$ cat src/design/vxs_pkg.sv
// shared constants, register map and types of the slot-0 bus and trigger controller
package vxs_pkg;

  // ------------------------------------------------------------
  // timing
  // ------------------------------------------------------------
  localparam int CLK_PERIOD_NS = 5;
  localparam int US_NS         = 1000;
  localparam int CYC_PER_US    = (US_NS + CLK_PERIOD_NS - 1) / CLK_PERIOD_NS;

  // ------------------------------------------------------------
  // sizes
  // ------------------------------------------------------------
  localparam int NLINES = 8;
  localparam int NREQ   = 4;
  localparam int AW     = 5;
  localparam int DW     = 32;
  localparam int TMO_W  = 12;
  localparam int IRQ_W  = 2;

  // ------------------------------------------------------------
  // register offsets and fields
  // ------------------------------------------------------------
  localparam logic [AW-1:0] REG_CFG      = 5'h00;
  localparam logic [AW-1:0] REG_MAP      = 5'h04;
  localparam logic [AW-1:0] REG_DRV      = 5'h08;
  localparam logic [AW-1:0] REG_CTRL     = 5'h0C;
  localparam logic [AW-1:0] REG_STATUS   = 5'h10;
  localparam logic [AW-1:0] REG_IRQ_STAT = 5'h14;
  localparam logic [AW-1:0] REG_IRQ_MASK = 5'h18;
  localparam int CFG_TMO_LSB    = 0;
  localparam int CFG_ARB_LSB    = 4;
  localparam int CFG_FAIR_BIT   = 8;
  localparam int CFG_RWD_BIT    = 9;
  localparam int CFG_CLKIN_BIT  = 12;
  localparam int CFG_LVL_LSB    = 14;
  localparam int CTRL_BIAS_LSB  = 0;
  localparam int CTRL_FORCE_LSB = 8;
  localparam int ST_SLOT0_BIT   = 8;
  localparam int ST_OWN_BIT     = 9;
  localparam int IRQ_BERR_BIT   = 0;
  localparam int IRQ_TRIG_BIT   = 1;
  localparam logic TTL_ACT_LVL  = 1'b0;
  localparam logic [DW-1:0] RST_ZERO = 32'h0000_0000;

  // ------------------------------------------------------------
  // modes
  // ------------------------------------------------------------
  typedef enum logic [1:0] {ARB_PRI = 2'b00, ARB_SGL = 2'b01, ARB_RRS = 2'b10} vxs_arb_e;
  typedef enum logic [1:0] {MAP_OFF = 2'b00, MAP_LXI2TTL = 2'b01, MAP_TTL2LXI = 2'b10} vxs_map_e;
  typedef enum logic [1:0] {DRV_OFF = 2'b00, DRV_PUSH = 2'b01, DRV_WOR = 2'b10} vxs_drv_e;

  // bus timeout in microseconds per setting
  function automatic logic [TMO_W-1:0] vxs_tmo_us(input logic [2:0] sel);
    case (sel)
      3'h0:    return 12'h010;
      3'h1:    return 12'h020;
      3'h2:    return 12'h040;
      3'h3:    return 12'h080;
      3'h4:    return 12'h100;
      3'h5:    return 12'h200;
      3'h6:    return 12'h401;
      default: return 12'h800;
    endcase
  endfunction

endpackage

$ cat src/design/vxs_link_if.sv
// internal carrier between top, bus timer and arbiter
`timescale 1ns/1ps
interface vxs_link_if;
  import vxs_pkg::*;
  logic            acc_start;
  logic            slave_ack;
  logic            berr;
  logic [2:0]      tmo_sel;
  logic [NREQ-1:0] req;
  logic [NREQ-1:0] grant;
  logic            busy;
  vxs_arb_e        arb_mode;
  modport top (output acc_start, slave_ack, tmo_sel, req, busy, arb_mode, input berr, grant);
  modport tmr (input acc_start, slave_ack, tmo_sel, output berr);
  modport arb (input req, busy, arb_mode, output grant);
endinterface

$ cat src/design/vxs_ctrl.sv
// top of the slot-0 bus, trigger and clock source controller
`timescale 1ns/1ps
module vxs_ctrl
  import vxs_pkg::*;
#(
  parameter int TICK_CYC = CYC_PER_US
)(
  input  wire logic              clk,
  input  wire logic              nrst,
  input  wire logic [AW-1:0]     reg_addr,
  input  wire logic [DW-1:0]     reg_wdata,
  input  wire logic              reg_wr,
  input  wire logic              reg_rd,
  output logic      [DW-1:0]     reg_rdata,
  output logic                   irq,
  input  wire logic              mst_need,
  input  wire logic              mst_done,
  input  wire logic              acc_start,
  input  wire logic              slave_ack,
  output logic                   acc_berr,
  output logic                   mst_owns,
  input  wire logic [NREQ-1:0]   br_in,
  input  wire logic              bbsy_in,
  output logic      [NREQ-1:0]   br_out,
  output logic                   bbsy_out,
  output logic      [NREQ-1:0]   bg_out,
  input  wire logic [NLINES-1:0] ttl_in,
  output logic      [NLINES-1:0] ttl_out,
  output logic      [NLINES-1:0] ttl_oe,
  input  wire logic [NLINES-1:0] lxi_in,
  output logic      [NLINES-1:0] lxi_out,
  output logic      [NLINES-1:0] lxi_oe,
  output logic      [NLINES-1:0] lxi_bias_en,
  input  wire logic              slot0,
  output logic                   clkgen_en,
  output logic                   clk10_from_fp,
  output logic                   clk10_drv_en,
  output logic                   fp_clk_oe
);

  // ------------------------------------------------------------
  // state
  // ------------------------------------------------------------
  typedef struct packed {
    logic [2:0]          tmo_sel;
    logic [1:0]          arb_mode;
    logic                fair;
    logic                release_when_done;
    logic                clk_in;
    logic [1:0]          level;
    logic [2*NLINES-1:0] map;
    logic [2*NLINES-1:0] drv;
    logic [NLINES-1:0]   bias;
    logic [NLINES-1:0]   force_on;
    logic [IRQ_W-1:0]    irq_stat;
    logic [IRQ_W-1:0]    irq_mask;
    logic [DW-1:0]       rdata;
    logic [NREQ-1:0]     br_vec;
    logic                own;
    logic                fair_block;
    logic [NLINES-1:0]   lxi_q;
    logic [NLINES-1:0]   ttl_oe;
    logic [NLINES-1:0]   lxi_out;
    logic [NLINES-1:0]   lxi_oe;
    logic [NLINES-1:0]   bias_en;
    logic                clkgen_en;
    logic                clk10_from_fp;
    logic                clk10_drv_en;
    logic                fp_clk_oe;
  } vxs_top_s;

  vxs_top_s          s;
  vxs_top_s          next_s;
  logic [1:0]        rst_q;
  logic              rst_n;
  logic [NLINES-1:0] next_ttl_oe;
  logic [NLINES-1:0] next_lxi_out;
  logic [NLINES-1:0] next_lxi_oe;
  logic [NLINES-1:0] next_bias_en;
  logic [IRQ_W-1:0]  ev;
  logic              ext_req;
  logic              granted;

  vxs_link_if lk ();

  // ------------------------------------------------------------
  // reset release through two flops
  // ------------------------------------------------------------
  always_ff @(posedge clk or negedge nrst)
  begin
    if (!nrst)
      rst_q <= 2'b00;
    else
      rst_q <= {rst_q[0], 1'b1};
  end
  assign rst_n = rst_q[1];

  // ------------------------------------------------------------
  // timer and arbiter
  // ------------------------------------------------------------
  assign lk.acc_start = acc_start;
  assign lk.slave_ack = slave_ack;
  assign lk.tmo_sel   = s.tmo_sel;
  assign lk.req       = br_in | s.br_vec;
  assign lk.busy      = bbsy_in | s.own;
  assign lk.arb_mode  = vxs_arb_e'(s.arb_mode);

  vxs_bus_timer #(.TICK_CYC(TICK_CYC)) u_timer (
    .clk   (clk),
    .rst_n (rst_n),
    .lk    (lk.tmr)
  );

  vxs_arbiter u_arb (
    .clk   (clk),
    .rst_n (rst_n),
    .lk    (lk.arb)
  );

  // ------------------------------------------------------------
  // per line trigger routing and driver control
  // ------------------------------------------------------------
  generate
    for (genvar i = 0; i < NLINES; i++)
    begin : g_line
      logic [1:0] map_i;
      logic [1:0] drv_i;
      logic       val;
      assign map_i = s.map[2*i +: 2];
      assign drv_i = s.drv[2*i +: 2];
      assign val = ((map_i == MAP_TTL2LXI) && (ttl_in[i] == TTL_ACT_LVL)) || s.force_on[i];
      assign next_ttl_oe[i]  = (map_i == MAP_LXI2TTL) && lxi_in[i];
      assign next_lxi_out[i] = (drv_i == DRV_WOR) ? 1'b1 : val;
      assign next_lxi_oe[i]  = (drv_i == DRV_PUSH) || ((drv_i == DRV_WOR) && val);
      assign next_bias_en[i] = (drv_i == DRV_WOR) && s.bias[i];
    end
  endgenerate

  // events: bus error and any panel line change
  assign ev[IRQ_BERR_BIT] = lk.berr;
  assign ev[IRQ_TRIG_BIT] = |(lxi_in ^ s.lxi_q);
  assign ext_req          = |br_in;
  assign granted          = lk.grant[s.level];

  // ------------------------------------------------------------
  // registers, requester and clock source
  // ------------------------------------------------------------
  always_comb
  begin
    logic [IRQ_W-1:0] clr;
    logic             req_now;
    next_s       = s;
    clr          = '0;
    next_s.lxi_q = lxi_in;
    next_s.rdata = RST_ZERO;
    if (reg_wr)
    begin
      case (reg_addr)
        REG_CFG:
        begin
          next_s.tmo_sel  = reg_wdata[CFG_TMO_LSB +: 3];
          next_s.arb_mode = reg_wdata[CFG_ARB_LSB +: 2];
          next_s.fair     = reg_wdata[CFG_FAIR_BIT];
          next_s.release_when_done      = reg_wdata[CFG_RWD_BIT];
          next_s.clk_in   = reg_wdata[CFG_CLKIN_BIT];
          next_s.level    = reg_wdata[CFG_LVL_LSB +: 2];
        end
        REG_MAP:      next_s.map      = reg_wdata[2*NLINES-1:0];
        REG_DRV:      next_s.drv      = reg_wdata[2*NLINES-1:0];
        REG_CTRL:
        begin
          next_s.bias     = reg_wdata[CTRL_BIAS_LSB +: NLINES];
          next_s.force_on = reg_wdata[CTRL_FORCE_LSB +: NLINES];
        end
        REG_IRQ_STAT: clr             = reg_wdata[IRQ_W-1:0];
        REG_IRQ_MASK: next_s.irq_mask = reg_wdata[IRQ_W-1:0];
        default:      clr             = '0;
      endcase
    end
    // set beats a same-cycle clear
    next_s.irq_stat = (s.irq_stat & ~clr) | ev;
    if (reg_rd)
    begin
      case (reg_addr)
        REG_CFG:
        begin
          next_s.rdata[CFG_TMO_LSB +: 3] = s.tmo_sel;
          next_s.rdata[CFG_ARB_LSB +: 2] = s.arb_mode;
          next_s.rdata[CFG_FAIR_BIT]     = s.fair;
          next_s.rdata[CFG_RWD_BIT]      = s.release_when_done;
          next_s.rdata[CFG_CLKIN_BIT]    = s.clk_in;
          next_s.rdata[CFG_LVL_LSB +: 2] = s.level;
        end
        REG_MAP:      next_s.rdata[2*NLINES-1:0] = s.map;
        REG_DRV:      next_s.rdata[2*NLINES-1:0] = s.drv;
        REG_CTRL:
        begin
          next_s.rdata[CTRL_BIAS_LSB +: NLINES]  = s.bias;
          next_s.rdata[CTRL_FORCE_LSB +: NLINES] = s.force_on;
        end
        REG_STATUS:
        begin
          next_s.rdata[NLINES-1:0]  = lxi_in;
          next_s.rdata[ST_SLOT0_BIT] = slot0;
          next_s.rdata[ST_OWN_BIT]   = s.own;
        end
        REG_IRQ_STAT: next_s.rdata[IRQ_W-1:0] = s.irq_stat;
        REG_IRQ_MASK: next_s.rdata[IRQ_W-1:0] = s.irq_mask;
        default:      next_s.rdata = RST_ZERO;
      endcase
    end
    // take the bus on our grant
    if (!s.own && granted && (s.br_vec != '0))
    begin
      next_s.own        = 1'b1;
      next_s.fair_block = 1'b1;
    end
    else if (s.own && s.release_when_done && (mst_done || !mst_need))
      next_s.own = 1'b0;
    else if (s.own && !s.release_when_done && !mst_need && ext_req)
      next_s.own = 1'b0;
    // fair waits until others are served
    if (!ext_req && !next_s.own)
      next_s.fair_block = 1'b0;
    req_now = mst_need && !next_s.own && !(s.fair && s.fair_block);
    next_s.br_vec = '0;
    next_s.br_vec[s.level] = req_now;
    next_s.ttl_oe  = next_ttl_oe;
    next_s.lxi_out = next_lxi_out;
    next_s.lxi_oe  = next_lxi_oe;
    next_s.bias_en = next_bias_en;
    // clock choice only in slot 0
    next_s.clk10_drv_en  = slot0;
    next_s.clkgen_en     = !(slot0 && s.clk_in);
    next_s.clk10_from_fp = slot0 && s.clk_in;
    next_s.fp_clk_oe     = slot0 && !s.clk_in;
  end

  // state register, config resets to zero values
  always_ff @(posedge clk or negedge rst_n)
  begin
    if (!rst_n)
      s <= '0;
    else
      s <= next_s;
  end

  // ------------------------------------------------------------
  // outputs
  // ------------------------------------------------------------
  assign reg_rdata     = s.rdata;
  assign irq           = |(s.irq_stat & s.irq_mask);
  assign acc_berr      = lk.berr;
  assign mst_owns      = s.own;
  assign bbsy_out      = s.own;
  assign br_out        = s.br_vec;
  assign bg_out        = lk.grant;
  assign ttl_out       = {NLINES{TTL_ACT_LVL}};
  assign ttl_oe        = s.ttl_oe;
  assign lxi_out       = s.lxi_out;
  assign lxi_oe        = s.lxi_oe;
  assign lxi_bias_en   = s.bias_en;
  assign clkgen_en     = s.clkgen_en;
  assign clk10_from_fp = s.clk10_from_fp;
  assign clk10_drv_en  = s.clk10_drv_en;
  assign fp_clk_oe     = s.fp_clk_oe;

  // ------------------------------------------------------------
  // checks
  // ------------------------------------------------------------
  // bus error reaches status
  property p_berr_sticky;
    @(posedge clk) disable iff (!rst_n)
    lk.berr |=> s.irq_stat[IRQ_BERR_BIT] [*2];
  endproperty
  a_berr_sticky: assert property (p_berr_sticky) else $error("bus error not held");

  property p_lxi2ttl;
    @(posedge clk) disable iff (!rst_n)
    (s.map[1:0] == MAP_LXI2TTL) |=> (s.ttl_oe[0] == $past(lxi_in[0]));
  endproperty
  a_lxi2ttl: assert property (p_lxi2ttl) else $error("panel to backplane broken");

  property p_drv_off;
    @(posedge clk) disable iff (!rst_n)
    (s.drv[1:0] == DRV_OFF) |=> !s.lxi_oe[0];
  endproperty
  a_drv_off: assert property (p_drv_off) else $error("disabled driver enabled");

  property p_wor_high;
    @(posedge clk) disable iff (!rst_n)
    (s.drv[1:0] == DRV_WOR) |=> (!s.lxi_oe[0] || s.lxi_out[0]);
  endproperty
  a_wor_high: assert property (p_wor_high) else $error("wired-or drove low");

  property p_bias;
    @(posedge clk) disable iff (!rst_n)
    ##1 (s.bias_en[0] == $past(s.drv[1:0] == DRV_WOR && s.bias[0]));
  endproperty
  a_bias: assert property (p_bias) else $error("bias mismatch");

  property p_force;
    @(posedge clk) disable iff (!rst_n)
    (s.force_on[0] && s.drv[1:0] == DRV_PUSH) |=> (s.lxi_oe[0] && s.lxi_out[0]);
  endproperty
  a_force: assert property (p_force) else $error("force not applied");

  property p_status;
    @(posedge clk) disable iff (!rst_n)
    (reg_rd && reg_addr == REG_STATUS) |=> (s.rdata[NLINES-1:0] == $past(lxi_in));
  endproperty
  a_status: assert property (p_status) else $error("status not live level");

  property p_clk_in;
    @(posedge clk) disable iff (!rst_n)
    (slot0 && s.clk_in) |=> (!s.clkgen_en && s.clk10_from_fp && !s.fp_clk_oe);
  endproperty
  a_clk_in: assert property (p_clk_in) else $error("input clock mode wrong");

  property p_clk_out;
    @(posedge clk) disable iff (!rst_n)
    (slot0 && !s.clk_in) |=> (s.clkgen_en && s.fp_clk_oe && s.clk10_drv_en);
  endproperty
  a_clk_out: assert property (p_clk_out) else $error("output clock mode wrong");

  property p_not_slot0;
    @(posedge clk) disable iff (!rst_n)
    !slot0 |=> (!s.clk10_drv_en && !s.clk10_from_fp && !s.fp_clk_oe);
  endproperty
  a_not_slot0: assert property (p_not_slot0) else $error("clock driven off slot 0");

  property p_rwd;
    @(posedge clk) disable iff (!rst_n)
    (s.own && s.release_when_done && mst_done) |=> !s.own;
  endproperty
  a_rwd: assert property (p_rwd) else $error("bus kept after done");

  property p_fair;
    @(posedge clk) disable iff (!rst_n)
    (s.fair && s.fair_block && ext_req) |=> (s.br_vec == '0);
  endproperty
  a_fair: assert property (p_fair) else $error("fair request not held back");

endmodule // vxs_ctrl

$ cat src/design/vxs_bus_timer.sv
// bus timer: flags a bus error when a slave does not answer in time
`timescale 1ns/1ps
module vxs_bus_timer
  import vxs_pkg::*;
#(
  parameter int TICK_CYC = CYC_PER_US
)(
  input  wire logic clk,
  input  wire logic rst_n,
  vxs_link_if.tmr   lk
);

  typedef struct packed {
    logic             run;
    logic [15:0]      pre;
    logic [TMO_W-1:0] us;
    logic             berr;
  } vxs_tmr_s;

  vxs_tmr_s s;
  vxs_tmr_s next_s;
  logic [TMO_W-1:0] limit;
  logic             tick;

  assign limit   = vxs_tmo_us(lk.tmo_sel);
  assign tick    = (s.pre == 16'(TICK_CYC - 1));
  assign lk.berr = s.berr;

  // ------------------------------------------------------------
  // timer state
  // ------------------------------------------------------------
  always_comb
  begin
    next_s      = s;
    next_s.berr = 1'b0;
    if (lk.acc_start)
    begin
      next_s.run = 1'b1;
      next_s.pre = '0;
      next_s.us  = '0;
    end
    else if (s.run)
    begin
      if (lk.slave_ack)
        next_s.run = 1'b0;
      else if (tick)
      begin
        next_s.pre = '0;
        next_s.us  = s.us + 1'b1;
        if (s.us + 1'b1 == limit)
        begin
          next_s.run  = 1'b0;
          next_s.berr = 1'b1;
        end
      end
      else
        next_s.pre = s.pre + 1'b1;
    end
  end

  // state register
  always_ff @(posedge clk or negedge rst_n)
  begin
    if (!rst_n)
      s <= '0;
    else
      s <= next_s;
  end

  property p_expire_at_limit;
    @(posedge clk) disable iff (!rst_n)
    (s.run && !lk.acc_start && !lk.slave_ack && tick && s.us + 1'b1 == limit) |=> s.berr;
  endproperty
  a_expire_at_limit: assert property (p_expire_at_limit) else $error("timer missed expiry");

  property p_ack_stops;
    @(posedge clk) disable iff (!rst_n)
    (s.run && lk.slave_ack && !lk.acc_start) |=> !s.berr && !s.run;
  endproperty
  a_ack_stops: assert property (p_ack_stops) else $error("bus error after slave answer");

endmodule // vxs_bus_timer

$ cat src/design/vxs_arbiter.sv
// system bus arbiter with priority, single level and round robin modes
`timescale 1ns/1ps
module vxs_arbiter
  import vxs_pkg::*;
(
  input  wire logic clk,
  input  wire logic rst_n,
  vxs_link_if.arb   lk
);

  typedef struct packed {
    logic [NREQ-1:0] grant;
    logic [1:0]      last;
  } vxs_arb_s;

  vxs_arb_s s;
  vxs_arb_s next_s;

  assign lk.grant = s.grant;

  // ------------------------------------------------------------
  // grant selection, only while the bus is free
  // ------------------------------------------------------------
  always_comb
  begin
    logic found;
    int   idx;
    next_s = s;
    found  = 1'b0;
    idx    = 0;
    if (s.grant != '0)
    begin
      // drop grant once its request goes away
      if ((lk.req & s.grant) == '0)
        next_s.grant = '0;
    end
    else if (!lk.busy && lk.req != '0)
    begin
      case (lk.arb_mode)
        ARB_SGL:
        begin
          found = lk.req[NREQ-1];
          idx   = NREQ - 1;
        end
        ARB_RRS:
        begin
          for (int k = 1; k <= NREQ; k++)
          begin
            if (!found && lk.req[(int'(s.last) + k) % NREQ])
            begin
              found = 1'b1;
              idx   = (int'(s.last) + k) % NREQ;
            end
          end
        end
        default:
        begin
          for (int k = 0; k < NREQ; k++)
          begin
            if (lk.req[k])
            begin
              found = 1'b1;
              idx   = k;
            end
          end
        end
      endcase
      if (found)
      begin
        next_s.grant      = '0;
        next_s.grant[idx] = 1'b1;
        next_s.last       = 2'(idx);
      end
    end
  end

  // state register
  always_ff @(posedge clk or negedge rst_n)
  begin
    if (!rst_n)
      s <= '0;
    else
      s <= next_s;
  end

  property p_sgl_top;
    @(posedge clk) disable iff (!rst_n)
    ($rose(|s.grant) && $past(lk.arb_mode) == ARB_SGL) |-> s.grant[NREQ-1];
  endproperty
  a_sgl_top: assert property (p_sgl_top) else $error("single level grant below top");

  property p_one_grant;
    @(posedge clk) disable iff (!rst_n)
    $onehot0(s.grant) && (!$rose(|s.grant) || $past(!lk.busy));
  endproperty
  a_one_grant: assert property (p_one_grant) else $error("bad grant vector");

endmodule // vxs_arbiter

$ cat config.mk
export PLATFORM = sky130hd
export DESIGN_NAME = vxs_ctrl
export DESIGN_NICKNAME = d
export VERILOG_FILES = /design/src/design/vxs_pkg.sv /design/src/design/vxs_link_if.sv /design/src/design/vxs_ctrl.sv /design/src/design/vxs_bus_timer.sv /design/src/design/vxs_arbiter.sv
export SDC_FILE = /design/constraint.sdc
export NUM_CORES = 1
export LEC_CHECK = 0
export BUFFER_PORTS_ARGS = -buffer_cell sky130_fd_sc_hd__clkbuf_2
export CAP_MARGIN = 25
export CORE_UTILIZATION = 60
export CTS_CLUSTER_DIAMETER = 80
export DETAILED_ROUTE_END_ITERATION = 8
export PLACE_DENSITY = 0.85
export RECOVER_POWER = 100
export SLEW_MARGIN = 25
export SYNTH_ARGS = -nofsm -noshare
export SYNTH_HDL_FRONTEND = slang
export SYNTH_SLANG_ARGS = --single-unit
$ cat constraint.sdc
create_clock -name clk -period 11.6 [get_ports clk]
set_clock_uncertainty 0.2 [all_clocks]
set_input_delay 2.32 -clock clk [delete_from_list [all_inputs] [get_ports clk]]
set_output_delay 2.32 -clock clk [all_outputs]
set_load 0.02 [all_outputs]
# Word-level counts from Yosys, hierarchy flattened
# Index checks and enable logic that the tools add are counted.
# totals
reg_bits	182
out_inout_bits	88
word_cells	314
# classes
addsub	6
magnitude_cmp	8
eq_ne	50
n_mux	89
n_bitwise	22
reduce_logical	107
# ops
cell	n
32-bit two-way mux	6
12-bit one-hot mux with 7 select lines	1
32-bit one-hot mux with 2 select lines	1
29-bit two-way mux	2
1-bit logical AND	51
1-bit two-way mux	49
2-bit by 1-bit equality test with 1-bit output, second input constant	17
2-bit equality test, second input constant	17
32-bit by 1-bit greater-or-equal comparator with 1-bit output, second input constant	1
32-bit by 4-bit less-than comparator with 1-bit output, second input constant	1
16-bit two-way mux	2
30-bit two-way mux	1
2-bit one-hot mux with 5 select lines	2
1-bit logical OR	17
16-bit by 1-bit adder with 16-bit output, second input constant	1
16-bit by 8-bit equality test with 1-bit output, second input constant	1
3-bit by 4-bit less-than comparator with 1-bit output, second input constant	4
2-bit one-hot mux with 4 select lines	2
5-bit equality test, second input constant	3
2-bit one-hot mux with 7 select lines	1
13-bit two-way mux	1
12-bit by 1-bit adder with 12-bit output, second input constant	1
12-bit equality test	1
1-bit zero test	12
other kinds (39)	87

# Logic depth before layout (Yosys ltp)
# Gate-level depths: netlist of run 1.
# depth
word_depth	35
mapped_depth	9
mapped_depth_nobuf	7

# By module
# From an unflattened synthesis of run 1, not the netlist that was laid out.
# unflattened
hier_cells	786
area_unflattened_um2	8468.1
# by_module_without_submodules
module	n_inst	cells_per_inst	area_each_um2	seq_area_each_um2
vxs_ctrl	1	494	5923.2	3253.1
vxs_bus_timer	1	230	1971.9	750.7
vxs_arbiter	1	62	573.0	150.1

# Worst setup path after synthesis of run 1
# OpenSTA, ideal clock, no wires.
# synth_timing
path_kind	input-to-reg
from	in reg_addr[1]
to	reg s, in the netlist g_line[3].map_i[0]
arrival_time_ns	3.732
slack_ns	7.544
path_stages	5
cell_sequence	or3_1 -> nor2b_1 -> nand2_1 -> clkbuf_1 -> mux2_2
# synth_between
elab_chain_len	2
# synth_rtl
element	line_no	source
from (decl)	vxs_ctrl.sv:10	input wire logic [AW-1:0] reg_addr,
5-bit by 3-bit equality test with 1-bit output	vxs_ctrl.sv:158	case (reg_addr)
2-bit AND reduction (no source line)	n/a	
to (signal assigned)	vxs_ctrl.sv:245	s <= next_s;
to (decl)	vxs_ctrl.sv:72	vxs_top_s s;
# No other way between the ends.
# A chain may end at the register's enable or synchronous reset.

# Final worst setup path of run 1
# layout_timing
from	in reg_addr[2]
to	reg s, in the netlist g_line[2].map_i[1]
# The elaborated chain is that of the path after synthesis.

==> flow_metrics.env, run 1 <==
export IMPL_netlist_area_sq_um=8220
export IMPL_antenna_cells=0
export IMPL_post_cts_resized=0
export IMPL_multiInputGateArea_sq_um=3350
export IMPL_synth_async_sr_flop_share_pct=100
export IMPL_yosys_area_top_type="dfrtp_1"
export IMPL_max_clock_freq_mhz=194
export IMPL_leakagePower_uw=0.00390
export IMPL_synth_ff_type="dfrtp_1"
export IMPL_layout_drive_gt1_share_pct=15.9
export IMPL_tritoncts="built"
export IMPL_dieArea_sq_um=14200
export IMPL_layout_common_cells="166 x dfrtp_1, 90 x clkbuf_1, 65 x nor2_1"
export IMPL_stdcell_count=1024
export IMPL_cts_buffers=17
export IMPL_timing_slew_headroom_pct=-92.0
export IMPL_timing_final_max_slew_violations=169
export IMPL_hold_viol_final=0
export IMPL_area_growth_pct=7.89
export IMPL_ios=155
export IMPL_layout_nets=907
export IMPL_hp_class="reg -> reg"
export IMPL_clk_pin_slew_worst_paths_ns=0.06
export IMPL_setup_viol=0
export IMPL_clock_sinks=166
export IMPL_post_route_period_util_pct=44.5
export IMPL_required_ns=11.71
export IMPL_synth_enable_flop_cells=0
export IMPL_gp_congestion=0.907
export IMPL_holdBufCountCts=0
export IMPL_final_util_pct=66.7
export IMPL_period_minus_slack_ns=5.16
export IMPL_route_detailed_drc=0
export IMPL_port_buffers=114
export IMPL_synth_distinct_cells=66
export IMPL_power_density_nw_per_um2=180
export IMPL_worstSetupStartpointType="input pin"
export IMPL_yosysTopAreaCellShare_pct=50.5
export IMPL_grt_max_degree=58
export IMPL_first_pass_iters=6
export IMPL_synth_warnings=0
export IMPL_routedWlPerCell_microns=17.6
export IMPL_status="finished, violations left"
export IMPL_postRouteWirelength_microns=18100
export IMPL_die_h_microns=119
export IMPL_die_w_microns=119
export IMPL_yosysSeqAreaShare_pct=50.5
export IMPL_failed_checks="capacitance limit, slew limit"
export IMPL_core_area_sq_um=13300
export IMPL_holdCritStartpoint="rst_q[0]"
export IMPL_htree_levels=4
export IMPL_grt_total_usage_pct=26.8
export IMPL_tightest_slew_ns=2.88
export IMPL_regArea_sq_um=4150
export IMPL_clk_latency_ns=0.43
export IMPL_endpoint_kind="register"
export IMPL_cp_max_fo=16
export IMPL_rsz0062_at_grt="false"
export IMPL_synthTopCellsByArea="dfrtp_1 51%, mux2_2 8.8%, buf_4 7.4%, nor2_1 3.0%, nand2_1 2.6%"
export IMPL_setup_tns_final_ns=0
export IMPL_ir_drop_mv=0.122
export IMPL_antenna_found_initial=0
export IMPL_dr_total_vias=5990
export IMPL_post_cts_repair_setup_buffers=0
export IMPL_timing_hold_ws_ns=0.150
export IMPL_vias_per_cell=5.85
export IMPL_synth_area_per_cell_sq_um=10.5
export IMPL_cap_violations=3
export IMPL_cts_buffer_depth=2
export IMPL_reg2reg_slack_ns=6.98
export IMPL_layout_commonest_cell="dfrtp_1"
export IMPL_crit_arrival_ns=5.27
export IMPL_r2r_cells=1
export IMPL_grt_pass1_vias=5727
export IMPL_gr_total_overflow=0
export IMPL_rows=42
export IMPL_initial_utilization_pct=61.8
export IMPL_drt_iter0_drc=576
export IMPL_dp_cells=993
export IMPL_holdPathEnd="rst_q[1]"
export IMPL_rr_startpoint="rst_q[1]"
export IMPL_root_buffer="clkbuf_16"
export IMPL_crit_type="in -> reg"
export IMPL_ant_nets=0
export IMPL_dpl_hpwl_microns=12000
export IMPL_min_delay_path_depth=0
export IMPL_grt_pass1_wl_microns=29200
export IMPL_ys_seq_elements=166
export IMPL_synth_cells=782
export IMPL_regToRegEndpoint="s[93]"
export IMPL_nFillCells=1017
==> metal layers <==
layer | vias up | share of wire, % | GRT usage (%)
met1 | 2922 | 41 | 35.0
met2 | 254 | 49 | 43.4
met3 | 33 | 7.4 | 5.56
met5 | - | 0 | 0
met4 | 0 | 2.4 | 11.2
li1 | 2781 | - | -
==> layout make-up <==
cell class | instances | share of cell area (%)
clock inverter | 9 | 1.44
multi-input combinational | 513 | 37.8
clock buffer | 22 | 5.12
timing repair buffer | 119 | 5.53
sequential | 166 | 46.9
inverter | 19 | 0.804
tap | 176 | 2.48
==> state kept, by name, summed over array words and instances, names as in the netlist <==
register / cells
s: 34
u_timer.s: 29
g_line.drv_i: 16
g_line.map_i: 16
reg_rdata: 16
lxi_bias_en: 8
lxi_oe: 8
lxi_out: 8
ttl_oe: 8
br_out: 4
u_arb.lk.grant: 4
lk.tmo_sel: 3
lk.arb_mode: 2
rst_q: 2
u_arb.s: 2
bbsy_out: 1
clk10_drv_en: 1
clk10_from_fp: 1
clkgen_en: 1
fp_clk_oe: 1
u_timer.lk.berr: 1
==> cell families after synthesis <==
group                    share of synthesized area [%]
XOR/XNOR                                          2.77
multiplexers                                      9.41
buffers and inverters                             9.53
adder cells (fa/ha/maj)                          0.609
AND/OR/NAND/NOR                                   15.5
flip-flops                                        50.5
AO/OA/AOI/OAI                                     11.5
other                                           0.0914
==> where the power goes <==
part	internal (uW)	switching [uW]
logic	119	174
registers	661	82.8
clock network	342	218
==> worst max-delay path: stages <==
cell      delay, ns
clkbuf_1       0.42
nor2b_1        0.44
nor2b_1        0.19
clkbuf_1       0.64
nand2_1        0.73
mux2_2         0.50
==> worst max-delay path by stage <==
stage / from / end / slack [ns] / cells after the start
final: reg_addr[2] / g_line[2].map_i[1] / 6.44 / 6
after global placement: reg_addr[4] / g_line[3].drv_i[1] / 6.24 / 5
after floorplan: rst_q[1] / bbsy_out / 6.43 / 0
after detailed placement: reg_addr[4] / g_line[5].drv_i[0] / 6.22 / 5
after CTS: reg_addr[4] / g_line[7].drv_i[1] / 6.64 / 5
after global routing: rst_q[1] / lxi_oe[0] / 6.01 / 1
==> synth_stat cells, types with 4 or more instances <==
library cell / n
a21oi_1: 30
clkbuf_1: 21
buf_4: 81
nand4_1: 12
or3_1: 6
dfrtp_1: 166
ha_1: 4
nor3_1: 15
nand3_1: 16
nand2_1: 57
nand2b_1: 22
and2_1: 5
inv_1: 19
o31ai_1: 5
a22oi_1: 25
nor2b_1: 9
a222oi_1: 5
a31oi_1: 5
nor2_1: 65
xnor2_1: 12
nor4_1: 15
mux2_2: 64
xor2_1: 14
buf_2: 5
o21ai_0: 36
and3_1: 4
==> through the flow <==
stage               instance area [sq um]  worst slack, ns  power (uW)
global placement                     8420             6.24        1050
CTS                                  9010             6.64        1620
detailed placement                   8420             6.22        1060
finish                               8870             6.44        1600
global route                         8870             6.01        1670
floorplan                            8300             6.43        1000
Note: power is estimated with default switching activity, not from simulation.
==> run 2: changes to the inputs <==
--- a/config.mk
+++ b/config.mk
@@ -7,10 +7,10 @@
 export LEC_CHECK = 0
 export BUFFER_PORTS_ARGS = -buffer_cell sky130_fd_sc_hd__clkbuf_2
 export CAP_MARGIN = 25
-export CORE_UTILIZATION = 60
+export CORE_UTILIZATION = 56
 export CTS_CLUSTER_DIAMETER = 80
 export DETAILED_ROUTE_END_ITERATION = 8
-export PLACE_DENSITY = 0.85
+export PLACE_DENSITY = 0.8
 export RECOVER_POWER = 100
 export SLEW_MARGIN = 25
 export SYNTH_ARGS = -nofsm -noshare
==> constraint.sdc (replaced) <==
create_clock -name clk -period 5.25 [get_ports clk]
set_clock_uncertainty 0.2 [all_clocks]
set_input_delay 1.05 -clock clk [delete_from_list [all_inputs] [get_ports clk]]
set_output_delay 1.05 -clock clk [all_outputs]
set_load 0.02 [all_outputs]
==> run 2 against run 1 <==
The run still ends with capacitance limit, slew limit left; total power grew 120%; final cell count is 0.78% higher; via count grew 0.80%; global-route usage is 2.0 points lower; first-iteration DRC count fell by 9.5%; sequential cell count is the same; combinational power grew 120%; critical path depth unchanged; critical path type unchanged.
==> flow_metrics.env, run 2 (synthesis results as in run 1) <==
export IMPL_status="finished, violations left"
export IMPL_failed_checks="capacitance limit, slew limit"
export IMPL_area_growth_pct=8.15
export IMPL_largest_register="s"
export IMPL_setup_viol=0
export IMPL_path_cells="clkbuf_1 > nor2b_1 > nor2b_1 > clkbuf_1 > nand2_1 > mux2_2"
export IMPL_crit_type="in -> reg"
export IMPL_antenna_found_initial=1
export IMPL_dpl_hpwl_microns=12300
export IMPL_drt_iter0_drc=521
export IMPL_timing_final_max_slew_violations=58
export IMPL_r2r_cells=1
export IMPL_cts_buffers=17
export IMPL_dr_total_vias=6038
export IMPL_rr_startpoint="rst_q[1]"
export IMPL_max_stage_delay_ns=0.72
export IMPL_cap_violations=1
export IMPL_grt_max_degree=58
export IMPL_holdCritStartpoint="rst_q[0]"
export IMPL_gr_total_overflow=0
export IMPL_ios=155
export IMPL_nFillCells=1170
export IMPL_leakagePower_uw=0.00391
export IMPL_first_pass_iters=5
export IMPL_holdBufCountCts=0
export IMPL_die_h_microns=123
export IMPL_reg_top3="s (34), u_timer.s (29)"
export IMPL_setup_ws_ns=1.35
export IMPL_layout_commonest_cell="dfrtp_1"
export IMPL_tritoncts="built"
export IMPL_grt_pass1_vias=5624
export IMPL_gp_congestion=0.900
export IMPL_setup_tns_final_ns=0
export IMPL_clock_sinks=166
export IMPL_max_clock_freq_mhz=257
export IMPL_routedWlPerCell_microns=17.3
export IMPL_grt_total_usage_pct=24.8
export IMPL_hold_viol_final=0
export IMPL_hp_class="reg -> reg"
export IMPL_post_cts_resized=0
export IMPL_clk_pin_slew_worst_paths_ns=0.06
export IMPL_post_cts_repair_setup_buffers=0
export IMPL_initial_utilization_pct=58.3
export IMPL_worstSetupStartpointType="input pin"
export IMPL_core_area_sq_um=14100
export IMPL_cts_buffer_depth=2
export IMPL_regToRegEndpoint="lxi_bias_en[4]"
export IMPL_required_ns=5.36
export IMPL_vias_per_cell=5.85
export IMPL_ir_drop_mv=0.227
export IMPL_route_detailed_drc=0
export IMPL_layout_common_cells="166 x dfrtp_1, 85 x clkbuf_1, 65 x nor2_1"
export IMPL_post_route_period_util_pct=74.2
export IMPL_endpoint_kind="register"
export IMPL_crit_arrival_ns=4.01
export IMPL_min_delay_path_depth=0
export IMPL_tightest_slew_ns=2.32
export IMPL_dieArea_sq_um=15200
export IMPL_place_ws_ns=1.79
export IMPL_ant_nets=0
export IMPL_cp_top_family="simple AND/OR/NAND/NOR gates"
export IMPL_layout_drive_gt1_share_pct=16.9
export IMPL_power_density_nw_per_um2=393
export IMPL_slowest_stage="nand2_1"
export IMPL_grt_pass1_wl_microns=28600
export IMPL_clk_latency_ns=0.43
export IMPL_postRouteWirelength_microns=17800
export IMPL_root_buffer="clkbuf_16"
export IMPL_rsz0062_at_grt="false"
export IMPL_period_minus_slack_ns=3.90
export IMPL_largest_register_ffs=34
export IMPL_reg2reg_slack_ns=1.76
export IMPL_antenna_cells=0
export IMPL_port_buffers=114
export IMPL_cp_buffers_inverters=2
export IMPL_layout_nets=910
export IMPL_rows=43
export IMPL_htree_levels=4
export IMPL_holdPathEnd="rst_q[1]"
export IMPL_die_w_microns=123
export IMPL_timing_slew_headroom_pct=-54.4
export IMPL_cp_max_fo=16
-- run 2: cell count changes in the layout (fill, tap and decap cells not counted), sizes merged --
cell / previous run / this run
clkinvlp: 3 / 4
bufinv: 3 / 1
inv: 19 / 25
clkbuf: 140 / 139
-- run 2: layer usage --
metal / track usage, % / part of all wire (%) / vias up
met2: 40.5 / 49 / 242
met1: 32.6 / 43 / 2967
met5: 0 / 0.073 / -
met4: 8.89 / 1.7 / 2
met3: 5.30 / 6.9 / 29
li1: - / - / 2798
-- run 2: area by class of cell --
cell class	instances	area, sq um	area share [%]
Clock inverter	14	143	1.60
Clock buffer	18	439	4.94
Inverter	19	71.3	0.802
Tap cell	180	225	2.53
Sequential cell	166	4150	46.7
Multi-Input combinational cell	513	3350	37.7
Timing Repair Buffer	122	507	5.70
-- run 2: metrics by stage --
stage / utilization, % / total power, uW / std cells / instance area, sq um / hold slack (ns)
floorplan: - / 2220 / 805 / 8300 / 0.131
global placement: 60.0 / 2310 / 1000 / 8450 / 0.137
detailed placement: 60.0 / 2340 / 1000 / 8450 / 0.141
CTS: 64.1 / 3550 / 1032 / 9030 / 0.155
global route: 63.0 / 3670 / 1032 / 8890 / 0.157
finish: 63.0 / 3490 / 1032 / 8890 / 0.151
-- run 2: how the worst max path moves through the flow --
stage / from / endpoint / slack [ns] / depth (start not counted)
floorplan: rst_q[1] / bbsy_out / 0.08 / 0
global placement: reg_addr[2] / g_line[3].map_i[1] / 1.84 / 6
detailed placement: reg_addr[2] / g_line[3].map_i[1] / 1.79 / 6
CTS: reg_addr[2] / g_line[3].map_i[1] / 2.21 / 6
global route: rst_q[1] / s[136] / 1.10 / 1
finish: reg_addr[2] / g_line[3].map_i[1] / 1.35 / 6
-- run 2: report_power, final --
part	switching [uW]	internal [uW]	total [uW]	leakage (uW)
clock	531	678	1210	0.000275
combinational	378	264	642	0.00147
sequential	179	1460	1640	0.00216
